## src/hw/ips_pkg.sv

```systemverilog
// constants shared by the cross-processor interrupt sender, receiver and link
package ips_pkg;
  // ==========================================================================
  // register map: byte addresses of the two command halves
  localparam logic [31:0] ADDR_CMD_LOW = 32'hFFE0_0300;
  localparam logic [31:0] ADDR_CMD_HIGH = 32'hFFE0_0310;

  // ==========================================================================
  // low half field positions
  localparam int VEC_LSB = 0;
  localparam int DTYPE_LSB = 8;
  localparam int DMODE_BIT = 11;
  localparam int STATUS_BIT = 12;
  localparam int LEVEL_BIT = 14;
  localparam int TRIG_BIT = 15;
  localparam int SHORT_LSB = 18;
  // high half: destination sits in bits 63..56 of the whole command
  localparam int DEST_LSB = 24;

  // writable bits; the status bit and reserved bits are excluded
  localparam logic [31:0] LOW_RW_MASK = 32'h000C_CFFF;
  localparam logic [31:0] HIGH_RW_MASK = 32'hFF00_0000;
  localparam logic [31:0] LOW_RESET = 32'h0000_0000;
  localparam logic [31:0] HIGH_RESET = 32'h0000_0000;

  // ==========================================================================
  // delivery types
  localparam logic [2:0] DT_FIXED = 3'h0;
  localparam logic [2:0] DT_LOWEST = 3'h1;
  localparam logic [2:0] DT_SYSMGMT = 3'h2;
  localparam logic [2:0] DT_RSVD = 3'h3;
  localparam logic [2:0] DT_NMI = 3'h4;
  localparam logic [2:0] DT_RESTART = 3'h5;
  localparam logic [2:0] DT_STARTUP = 3'h6;

  // destination shorthands
  localparam logic [1:0] SH_NONE = 2'h0;
  localparam logic [1:0] SH_SELF = 2'h1;
  localparam logic [1:0] SH_ALL_INCL = 2'h2;
  localparam logic [1:0] SH_ALL_EXCL = 2'h3;

  localparam logic [7:0] DEST_BCAST = 8'hFF;
  localparam logic [7:0] ARBITRATION_IDENTIFIER_RESET = 8'h00;

  typedef enum logic {SND_IDLE, SND_PEND} ips_snd_e;
endpackage

```

## src/hw/ips_if.sv

```systemverilog
// message link between the sending unit and a receiving unit
`timescale 1ns/10ps
interface ips_if;
  logic valid;
  logic ready;
  logic [7:0] vector;
  logic [2:0] dtype;
  logic logical;
  logic level;
  logic trigger;
  logic [7:0] dest;
  logic [7:0] src;
  logic excl_src;

  modport dev
  (
    output valid, vector, dtype, logical, level, trigger, dest, src, excl_src,
    input ready
  );
  modport rcv
  (
    input valid, vector, dtype, logical, level, trigger, dest, src, excl_src,
    output ready
  );
endinterface

```

## src/hw/ips_msg_build.sv

```systemverilog
// turns the command halves into the message that goes on the link
`timescale 1ns/10ps
module ips_msg_build
(
  input wire logic [31:0] cmd_low,
  input wire logic [31:0] cmd_high,
  output logic [7:0] msg_vector,
  output logic [2:0] msg_dtype,
  output logic msg_logical,
  output logic msg_level,
  output logic msg_trigger,
  output logic [7:0] msg_dest,
  output logic msg_excl_src,
  output logic msg_self
);
  wire [2:0] dtype = cmd_low[ips_pkg::DTYPE_LSB +: 3];
  wire [1:0] shorthand = cmd_low[ips_pkg::SHORT_LSB +: 2];
  wire [7:0] dest_field = cmd_high[ips_pkg::DEST_LSB +: 8];
  wire lvl_flag = cmd_low[ips_pkg::LEVEL_BIT];
  wire trig_flag = cmd_low[ips_pkg::TRIG_BIT];

  // ==========================================================================
  // message kind
  // synchronisation: restart type with level flag clear
  wire is_sync = (dtype == ips_pkg::DT_RESTART) && !lvl_flag; // [RL9]
  wire sh_none = shorthand == ips_pkg::SH_NONE;
  wire sh_self = shorthand == ips_pkg::SH_SELF;
  wire sh_excl = shorthand == ips_pkg::SH_ALL_EXCL;
  wire sh_bcast = (shorthand == ips_pkg::SH_ALL_INCL) || sh_excl;

  // ==========================================================================
  // field translation
  // non-maskable carries no vector, so the field is dropped on the way out
  assign msg_vector = (dtype == ips_pkg::DT_NMI) ? 8'h00 : cmd_low[ips_pkg::VEC_LSB +: 8]; // [RL7]
  assign msg_dtype = dtype; // [RL4] [RL5] [RL8] [RL11]
  // sync, broadcasts and self messages are physical; otherwise the mode bit picks physical or logical
  assign msg_logical = (is_sync || sh_bcast || sh_self) ? 1'b0 : cmd_low[ips_pkg::DMODE_BIT]; // [RL12] [RL19] [RL21]
  // level is always issued as 1 except the sync de-assert message
  assign msg_level = !is_sync; // [RL14]
  // trigger only means anything on sync; level requests degrade to edge
  assign msg_trigger = is_sync ? trig_flag : 1'b0; // [RL15] [RL24]
  // destination field is consulted only with no shorthand
  assign msg_dest = (is_sync || sh_bcast) ? ips_pkg::DEST_BCAST : dest_field; // [RL16] [RL18] [RL19] [RL20]
  assign msg_excl_src = sh_excl && !is_sync; // [RL19]
  // self messages go on the link and come back by snooping
  assign msg_self = sh_self && !is_sync && !sh_none; // [RL17]
endmodule

```

## src/hw/ips_sender.sv

```systemverilog
// sending end: command register on apb, launches messages onto the link
// Function
// (RL1) writing low half launches a message
// (RL2) command reachable as two 32-bit halves
// (RL3) all fields writable except read-only status
// (RL4) three-bit delivery type decoded as listed
// (RL5) fixed delivers vector; lowest picks idlest target
// (RL6) software writes zero vector for management/restart
// (RL7) non-maskable ignores the vector field
// (RL8) restart request resets every addressed processor
// (RL9) sync message reaches all units, copying identifiers
// (RL10) software: sync uses level 0, trigger 1
// (RL11) start-up sent once, never retried
// (RL12) mode bit: 0 physical, 1 logical
// (RL13) status 1 while latest message unsent
// (RL14) level issued 1 except sync de-assert
// (RL15) trigger only meaningful for sync, else 0
// (RL16) shorthand 00 uses destination field
// (RL17) shorthand 01 targets the sender only
// (RL18) shorthand 10 broadcasts with all-ones destination
// (RL19) shorthand 11 excludes sender, physical all-ones
// (RL20) destination bits 63..56 used without shorthand
// (RL21) logical destinations interpreted by receivers
// (RL22) software programs only valid edge combinations
// (RL23) status set on launch, cleared on acceptance
// (RL24) level trigger overridden to edge
//
// The APB interface to the registers was decided locally.
`timescale 1ns/10ps
module ips_sender
(
  input wire logic pclk,
  input wire logic presetn,
  input wire logic ce,
  input wire logic psel,
  input wire logic penable,
  input wire logic pwrite,
  input wire logic [31:0] paddr,
  input wire logic [31:0] pwdata,
  input wire logic [3:0] pstrb,
  output logic [31:0] prdata,
  output logic pready,
  output logic pslverr,
  input wire logic [7:0] unit_id,
  output logic send_pending,
  ips_if.dev link
);
  // merge write data into a register under the byte strobes
  function automatic logic [31:0] strb_merge(input logic [31:0] old, input logic [31:0] wd, input logic [3:0] st);
    logic [31:0] r;
    r = old;
    for (int i = 0; i < 4; i++)
    begin
      if (st[i])
      begin
        r[i*8 +: 8] = wd[i*8 +: 8];
      end
    end
    return r;
  endfunction

  logic [31:0] cmd_low;
  logic [31:0] cmd_high;
  ips_pkg::ips_snd_e state;
  ips_pkg::ips_snd_e next_state;

  // ==========================================================================
  // bus decode
  wire sel_low = paddr == ips_pkg::ADDR_CMD_LOW; // [RL2]
  wire sel_high = paddr == ips_pkg::ADDR_CMD_HIGH; // [RL2]
  wire mapped = sel_low || sel_high;
  wire pending = state == ips_pkg::SND_PEND;
  // a low write while a message is unsent waits, so no message is lost
  wire low_stall = sel_low && pwrite && pending;
  wire access = psel && penable;
  wire next_pready = access && !pready && !low_stall;
  wire done = access && pready;
  wire wr_low = done && pwrite && sel_low; // [RL1]
  wire wr_high = done && pwrite && sel_high; // [RL1]
  wire [31:0] new_low = strb_merge(cmd_low, pwdata, pstrb) & ips_pkg::LOW_RW_MASK; // [RL3]
  wire [31:0] new_high = strb_merge(cmd_high, pwdata, pstrb) & ips_pkg::HIGH_RW_MASK; // [RL3]
  // status reads back from live state; writes to it are masked off above
  wire [31:0] low_view = cmd_low | ({31'h0, pending} << ips_pkg::STATUS_BIT); // [RL13]
  wire [31:0] rd_value = sel_low ? low_view : (sel_high ? cmd_high : 32'h0000_0000);
  wire accepted = link.valid && link.ready;

  // ==========================================================================
  // message construction from the freshly written low half
  wire [7:0] b_vector;
  wire [2:0] b_dtype;
  wire b_logical;
  wire b_level;
  wire b_trigger;
  wire [7:0] b_dest;
  wire b_excl;
  wire b_self;

  ips_msg_build u_build
  (
    .cmd_low(new_low),
    .cmd_high(cmd_high),
    .msg_vector(b_vector),
    .msg_dtype(b_dtype),
    .msg_logical(b_logical),
    .msg_level(b_level),
    .msg_trigger(b_trigger),
    .msg_dest(b_dest),
    .msg_excl_src(b_excl),
    .msg_self(b_self)
  );

  // self target becomes a physical message to our own identifier
  wire [7:0] launch_dest = b_self ? unit_id : b_dest; // [RL17]

  // ==========================================================================
  // send state: launch sets pending, acceptance clears it
  always_comb
  begin
    next_state = state;
    unique case (state)
      ips_pkg::SND_IDLE:
      begin
        if (wr_low)
        begin
          next_state = ips_pkg::SND_PEND; // [RL23]
        end
      end
      ips_pkg::SND_PEND:
      begin
        // one attempt only; a failed start-up is software's to redo
        if (accepted)
        begin
          next_state = ips_pkg::SND_IDLE; // [RL11] [RL23]
        end
      end
    endcase
  end

  always_ff @(posedge pclk or negedge presetn)
  begin
    if (!presetn)
    begin
      state <= ips_pkg::SND_IDLE;
      send_pending <= 1'b0;
    end
    else if (ce)
    begin
      state <= next_state;
      send_pending <= next_state == ips_pkg::SND_PEND; // [RL13]
    end
  end

  // ==========================================================================
  // command register halves
  always_ff @(posedge pclk or negedge presetn)
  begin
    if (!presetn)
    begin
      cmd_low <= ips_pkg::LOW_RESET;
      cmd_high <= ips_pkg::HIGH_RESET;
    end
    else if (ce)
    begin
      if (wr_low)
      begin
        cmd_low <= new_low; // [RL3]
      end
      if (wr_high)
      begin
        cmd_high <= new_high; // [RL3]
      end
    end
  end

  // ==========================================================================
  // apb answer: one wait cycle, longer while a low write is held off
  always_ff @(posedge pclk or negedge presetn)
  begin
    if (!presetn)
    begin
      pready <= 1'b0;
      pslverr <= 1'b0;
      prdata <= 32'h0000_0000;
    end
    else if (ce)
    begin
      pready <= next_pready;
      pslverr <= next_pready && !mapped;
      prdata <= (next_pready && !pwrite) ? rd_value : 32'h0000_0000;
    end
  end

  // ==========================================================================
  // link outputs, held stable until the receiver takes them
  always_ff @(posedge pclk or negedge presetn)
  begin
    if (!presetn)
    begin
      link.valid <= 1'b0;
      link.vector <= 8'h00;
      link.dtype <= ips_pkg::DT_FIXED;
      link.logical <= 1'b0;
      link.level <= 1'b1;
      link.trigger <= 1'b0;
      link.dest <= 8'h00;
      link.src <= 8'h00;
      link.excl_src <= 1'b0;
    end
    else if (ce)
    begin
      if (accepted)
      begin
        link.valid <= 1'b0; // [RL23]
      end
      // launch is checked last so a set can never be lost to a clear
      if (wr_low)
      begin
        link.valid <= 1'b1; // [RL1] [RL5] [RL8]
        link.vector <= b_vector; // [RL7]
        link.dtype <= b_dtype; // [RL4]
        link.logical <= b_logical; // [RL12]
        link.level <= b_level; // [RL14]
        link.trigger <= b_trigger; // [RL15] [RL24]
        link.dest <= launch_dest; // [RL16] [RL20]
        link.src <= unit_id;
        link.excl_src <= b_excl; // [RL19]
      end
    end
  end
endmodule

```

## src/flat_wrapper.sv

```systemverilog
// flat-port wrapper written by rule: the top's interface ports become plain ports
module ips_sender_flat 
  (pclk, presetn, ce, psel, penable, pwrite, paddr, pwdata, pstrb, prdata, pready, pslverr, unit_id, send_pending, link_valid, link_vector, link_dtype, link_logical, link_level, link_trigger, link_dest, link_src, link_excl_src, link_ready);
  ips_if link_i ();
  input wire logic pclk;
  input wire logic presetn;
  input wire logic ce;
  input wire logic psel;
  input wire logic penable;
  input wire logic pwrite;
  input wire logic [31:0] paddr;
  input wire logic [31:0] pwdata;
  input wire logic [3:0] pstrb;
  output logic [31:0] prdata;
  output logic pready;
  output logic pslverr;
  input wire logic [7:0] unit_id;
  output logic send_pending;
  output wire logic [$bits(link_i.valid)-1:0] link_valid;
  output wire logic [$bits(link_i.vector)-1:0] link_vector;
  output wire logic [$bits(link_i.dtype)-1:0] link_dtype;
  output wire logic [$bits(link_i.logical)-1:0] link_logical;
  output wire logic [$bits(link_i.level)-1:0] link_level;
  output wire logic [$bits(link_i.trigger)-1:0] link_trigger;
  output wire logic [$bits(link_i.dest)-1:0] link_dest;
  output wire logic [$bits(link_i.src)-1:0] link_src;
  output wire logic [$bits(link_i.excl_src)-1:0] link_excl_src;
  input wire logic [$bits(link_i.ready)-1:0] link_ready;
  assign link_valid = link_i.valid;
  assign link_vector = link_i.vector;
  assign link_dtype = link_i.dtype;
  assign link_logical = link_i.logical;
  assign link_level = link_i.level;
  assign link_trigger = link_i.trigger;
  assign link_dest = link_i.dest;
  assign link_src = link_i.src;
  assign link_excl_src = link_i.excl_src;
  assign link_i.ready = link_ready;
  ips_sender u_core (.pclk(pclk), .presetn(presetn), .ce(ce), .psel(psel), .penable(penable), .pwrite(pwrite), .paddr(paddr), .pwdata(pwdata), .pstrb(pstrb), .prdata(prdata), .pready(pready), .pslverr(pslverr), .unit_id(unit_id), .send_pending(send_pending), .link(link_i));
endmodule
```

## config.mk

```make
export PLATFORM = sky130hd
export DESIGN_NAME = ips_sender_flat
export DESIGN_NICKNAME = d
export VERILOG_FILES = /design/src/hw/ips_pkg.sv /design/src/hw/ips_if.sv /design/src/hw/ips_msg_build.sv /design/src/hw/ips_sender.sv /design/src/flat_wrapper.sv
export SDC_FILE = /design/constraint.sdc
export NUM_CORES = 1
export LEC_CHECK = 0
export BUFFER_PORTS_ARGS = -buffer_cell sky130_fd_sc_hd__buf_2
export CAP_MARGIN = 25
export CORE_ASPECT_RATIO = 0.6
export CORE_UTILIZATION = 45
export CTS_BUF_LIST = sky130_fd_sc_hd__clkbuf_4 sky130_fd_sc_hd__clkbuf_8 sky130_fd_sc_hd__clkbuf_16
export DETAILED_ROUTE_END_ITERATION = 12
export HOLD_SLACK_MARGIN = 0.08
export PLACE_DENSITY = 0.76
export SYNTH_ARGS = -nofsm -noshare
export SYNTH_HDL_FRONTEND = slang
export SYNTH_SLANG_ARGS = --single-unit
```

## constraint.sdc

```tcl
create_clock -name pclk -period 5.15 [get_ports pclk]
set_clock_uncertainty 0.1 [all_clocks]
set_input_delay 1.03 -clock pclk [delete_from_list [all_inputs] [get_ports pclk]]
set_output_delay 1.03 -clock pclk [all_outputs]
set_load 0.01 [all_outputs]
```

==> flow_summary.html <==
<table>
<tr><th>Metric</th><th>Value</th></tr>
<tr><th colspan="2">Run status</th></tr>
<tr><td>Result of the run</td><td>complete, no violations</td></tr>
<tr><th colspan="2">Yosys</th></tr>
<tr><td>Synth top area cells</td><td>dfrtp_1 (56%), mux2_2 (8.9%), a22o_1 (6.2%)</td></tr>
<tr><td>Post-synth cell types</td><td>42</td></tr>
<tr><td>Most instantiated library cell after synthesis</td><td>dfrtp_1</td></tr>
<tr><td>Number of enable-type register cells in the synthesized netlist</td><td>0</td></tr>
<tr><td>Area of the mapped netlist</td><td>3547 µm²</td></tr>
<tr><td>Top_reg_cell synth</td><td>dfrtp_1</td></tr>
<tr><td>Share of the synthesized area in the top cell type</td><td>56.44%</td></tr>
<tr><td>Sequential cell area fraction in the yosys report</td><td>57.18%</td></tr>
<tr><td>Avg Inst Size Synth</td><td>12.07 µm²</td></tr>
<tr><td>Largest area contributor in the netlist</td><td>dfrtp_1</td></tr>
<tr><td>Number of warnings printed during yosys synthesis</td><td>0</td></tr>
<tr><td>Cell count after synthesis</td><td>294</td></tr>
<tr><td>Async SR Flop Fraction</td><td>100.0%</td></tr>
<tr><td>Top cells by count, synth</td><td>dfrtp_1 (80), nand2_1 (47), mux2_2 (28)</td></tr>
<tr><td>Synth Register Bits</td><td>81</td></tr>
<tr><th colspan="2">Placement</th></tr>
<tr><td>Number of I/O port buffers</td><td>134</td></tr>
<tr><td>Detailed placer's ending HPWL</td><td>6055 µm</td></tr>
<tr><td>GPL Wtd Cong</td><td>0.7571</td></tr>
<tr><th colspan="2">Final layout</th></tr>
<tr><td>Fraction of layout instances using a drive strength above 1</td><td>45.22%</td></tr>
<tr><td>Final core utilization</td><td>62.08%</td></tr>
<tr><td>Final-layout fill cell count</td><td>644</td></tr>
<tr><td>Antenna fix cells</td><td>0</td></tr>
<tr><td>Total Nets Final</td><td>507</td></tr>
<tr><td>Post-synthesis to final-layout area growth</td><td>30.33%</td></tr>
<tr><th colspan="2">Routing</th></tr>
<tr><td>Detail-routed net length per standard cell</td><td>15.95 µm</td></tr>
<tr><td>Post-route DRC violation count</td><td>0</td></tr>
<tr><td>Number of optimization iterations in the first detailed-route pass</td><td>4</td></tr>
<tr><td>Total number of vias</td><td>2705</td></tr>
<tr><td>Met3 wire length</td><td>602 µm</td></tr>
<tr><td>Number of routed nets with antenna violations</td><td>0</td></tr>
<tr><td>Met1 Routed Length</td><td>4066 µm</td></tr>
<tr><td>Met2 WL</td><td>3784 µm</td></tr>
<tr><td>Uppermost layer routed</td><td>met4</td></tr>
<tr><td>Final wirelength</td><td>8501 µm</td></tr>
<tr><td>Vias per cell</td><td>5.075</td></tr>
<tr><td>DRT iter0 DRCs</td><td>145</td></tr>
<tr><th colspan="2">STA</th></tr>
<tr><td>Upper clock frequency limit</td><td>353.2 MHz</td></tr>
<tr><td>Relative slew margins</td><td>43.00%</td></tr>
<tr><td>Slew Viols, Final</td><td>0</td></tr>
<tr><td>Setup repair after global routing missed its margin</td><td>no</td></tr>
<tr><td>Tightest Pin Transition</td><td>0.8497 ns</td></tr>
<tr><td>Sum of negative setup slack</td><td>0 ns</td></tr>
<tr><td>Finish-stage setup viols</td><td>0</td></tr>
<tr><td>Final critical path time including I/O delays and setup</td><td>2.832 ns</td></tr>
<tr><td>Hold violation total from the final report</td><td>0</td></tr>
<tr><td>Share of the cycle needed by the critical path after routing</td><td>54.98%</td></tr>
<tr><th colspan="2">CTS</th></tr>
<tr><td>Number of gates resized after cts</td><td>0</td></tr>
<tr><td>Clock buffer count from CTS</td><td>9</td></tr>
<tr><td>CTS Sinks</td><td>81</td></tr>
<tr><td>Maximum clock insertion buffer count</td><td>2</td></tr>
<tr><td>Hold buffer count at CTS</td><td>0</td></tr>
<tr><td>Count of H-tree levels built during CTS</td><td>3</td></tr>
<tr><td>Clock tree from TritonCTS</td><td>built</td></tr>
<tr><td>Skew-Pair Late Insertion Delay</td><td>0.32 ns</td></tr>
<tr><td>Clock tree root buffer cell</td><td>clkbuf_16</td></tr>
<tr><td>Clock edge transition at the registers on the reported setup and hold paths</td><td>0.06 ns</td></tr>
<tr><td>Number of setup buffers added after CTS</td><td>0</td></tr>
<tr><th colspan="2">Floorplanning</th></tr>
<tr><td>Placeable core area</td><td>7447 µm²</td></tr>
<tr><td>Height of the die</td><td>70.77 µm</td></tr>
<tr><td>Horizontal die dimension</td><td>116.6 µm</td></tr>
<tr><td>Io pins</td><td>150</td></tr>
<tr><td>Die Area</td><td>8253 µm²</td></tr>
<tr><td>Effective utilization at floorplan</td><td>47.63%</td></tr>
<tr><td># rows</td><td>24</td></tr>
<tr><th colspan="2">Global routing</th></tr>
<tr><td>Antenna violations before repair</td><td>0</td></tr>
<tr><td>Remaining global-route overflow</td><td>0</td></tr>
<tr><td>First-pass GRT wire length</td><td>13500 µm</td></tr>
<tr><td>Pin count of the biggest net entering global routing</td><td>82</td></tr>
<tr><td>Total global routing track utilization</td><td>21.72%</td></tr>
<tr><td>Vias in the first global route</td><td>2633</td></tr>
<tr><th colspan="2">Critical path</th></tr>
<tr><td>Highest cell delay on the worst timing path</td><td>0.57 ns</td></tr>
<tr><td>CP max FO</td><td>8</td></tr>
<tr><td>Critical path startpoint category</td><td>input pin</td></tr>
<tr><td>Cell with the largest stage delay on the worst path</td><td>or3_1</td></tr>
<tr><td>Total number of cells along the worst setup path</td><td>6</td></tr>
<tr><td>Buffer and inverter count on the worst path</td><td>1</td></tr>
<tr><td>Worst r2r path cells</td><td>5</td></tr>
<tr><td>Largest delay contributor family on the critical path</td><td>simple AND/OR/NAND/NOR gates</td></tr>
<tr><td>Arrival time of the worst setup path</td><td>2.94 ns</td></tr>
<tr><td>Data required time of the worst path</td><td>5.26 ns</td></tr>
<tr><td>CP Capture Type</td><td>flip-flop</td></tr>
<tr><td>Sequence of cells on the critical path</td><td>buf_2 -&gt; or4_4 -&gt; nor4_4 -&gt; nand2_2 -&gt; or3_1 -&gt; mux2_2</td></tr>
<tr><td>Critical Setup Path Class</td><td>input pin to flip-flop</td></tr>
<tr><th colspan="2">Job</th></tr>
<tr><td>Reported max-cap violation count</td><td>0</td></tr>
<tr><th colspan="2">Power</th></tr>
<tr><td>Peak VDD IR</td><td>0.1880 mV</td></tr>
<tr><td>Power Dens Cells</td><td>308.1 nW/µm²</td></tr>
<tr><td>Static leakage</td><td>2.505 nW</td></tr>
<tr><th colspan="2">Min path</th></tr>
<tr><td>Hold-critical path depth</td><td>1</td></tr>
<tr><td>Class of the most critical hold timing path</td><td>flip-flop to flip-flop</td></tr>
</table>
## state kept, by name, summed over array words and instances (netlist names)
signal	cells
u_core.prdata	25
u_core.pready	1
u_core.link.valid	1
u_core.link.trigger	1
u_core.link.dtype	2
u_core.pending	1
u_core.link.vector	8
u_core.link.excl_src	1
u_core.pslverr	1
u_core.link.src	8
u_core.link.logical	1
u_core.cmd_high	8
u_core.cmd_low	14
u_core.link.level	1
u_core.link.dest	8
## through the flow
step / hold WS [ns] / total power, mW / instances / cell area (µm²) / setup slack (ns)
finish: 0.3791 / 1.424 / 533 / 4623 / 2.318
global route: 0.3932 / 1.473 / 533 / 4623 / 2.238
CTS: 0.3830 / 1.435 / 532 / 4596 / 2.338
detailed placement: 0.3653 / 0.7298 / 516 / 4257 / 2.002
global placement: 0.3565 / 0.7279 / 516 / 4257 / 2.039
floorplan: 0.3715 / 0.6828 / 300 / 3570 / 2.195
## cells by family (layout without fill, tap and decap cells)
kind of cell / Yosys count / after routing / synth area share [%]
mux: 44 / 44 / 13.97
flops: 81 / 81 / 57.18
compound gates: 52 / 52 / 11.04
buf+inv: 26 / 155 / 3.915
simple gates: 90 / 90 / 13.79
other cells: 1 / 7 / 0.1057
## layout by cell type, fill, tap and decap left out, types with 2 or more instances in the layout
master and n:
nand3_1 11, buf_2 133, and3b_1 2, a22o_1 25
bufinv_16 2, mux2i_1 12, nor2_1 5, nand2_1 47
clkinv_4 2, or3_1 2, nor3b_1 2, mux2_4 4
or4_1 2, conb_1 7, o2bb2ai_1 2, mux2_2 28
and4_1 3, clkbuf_16 9, o21ai_0 13, nand4_1 2
clkbuf_8 2, buf_4 3, o31ai_1 9, dfrtp_1 80
## worst paths after layout
kind                                  endpoint                from  slack (ns)
hold reg to reg                 u_core.pslverr      u_core.pslverr        0.38
setup / recovery           u_core.cmd_high[24]            paddr[1]        2.32
setup reg to reg           u_core.link.dest[6]  u_core.cmd_low[10]        2.93
min in group asynchronous    u_core.prdata[29]             presetn        0.41
hold / removal                  u_core.pslverr      u_core.pslverr        0.38
max in group asynchronous    u_core.link.level             presetn        3.95
## power by group
part / internal [mW] / switching [mW]
registers: 0.638 / 0.00140
logic: 0.0346 / 0.0464
clock network: 0.454 / 0.250
total: 1.13 / 0.297
## metal layers
layer | track usage (%) | up-vias
li1 | - | 1304
met1 | 30.15 | 1310
met2 | 33.40 | 85
met3 | 6.941 | 6
met4 | 5.063 | 0
met5 | 0 | -
## cell type report
class                      count  area, µm²  area share, %
clock buffer                  11      252.7          5.467
clock inverter                 5      86.33          1.867
inverter                       2      7.507         0.1624
multi-input combinational    193       1403          30.34
sequential                    81       2028          43.87
tap                          104      130.1          2.815
timing repair buffer         137      715.7          15.48
Note: power is estimated with default switching activity, not from simulation.
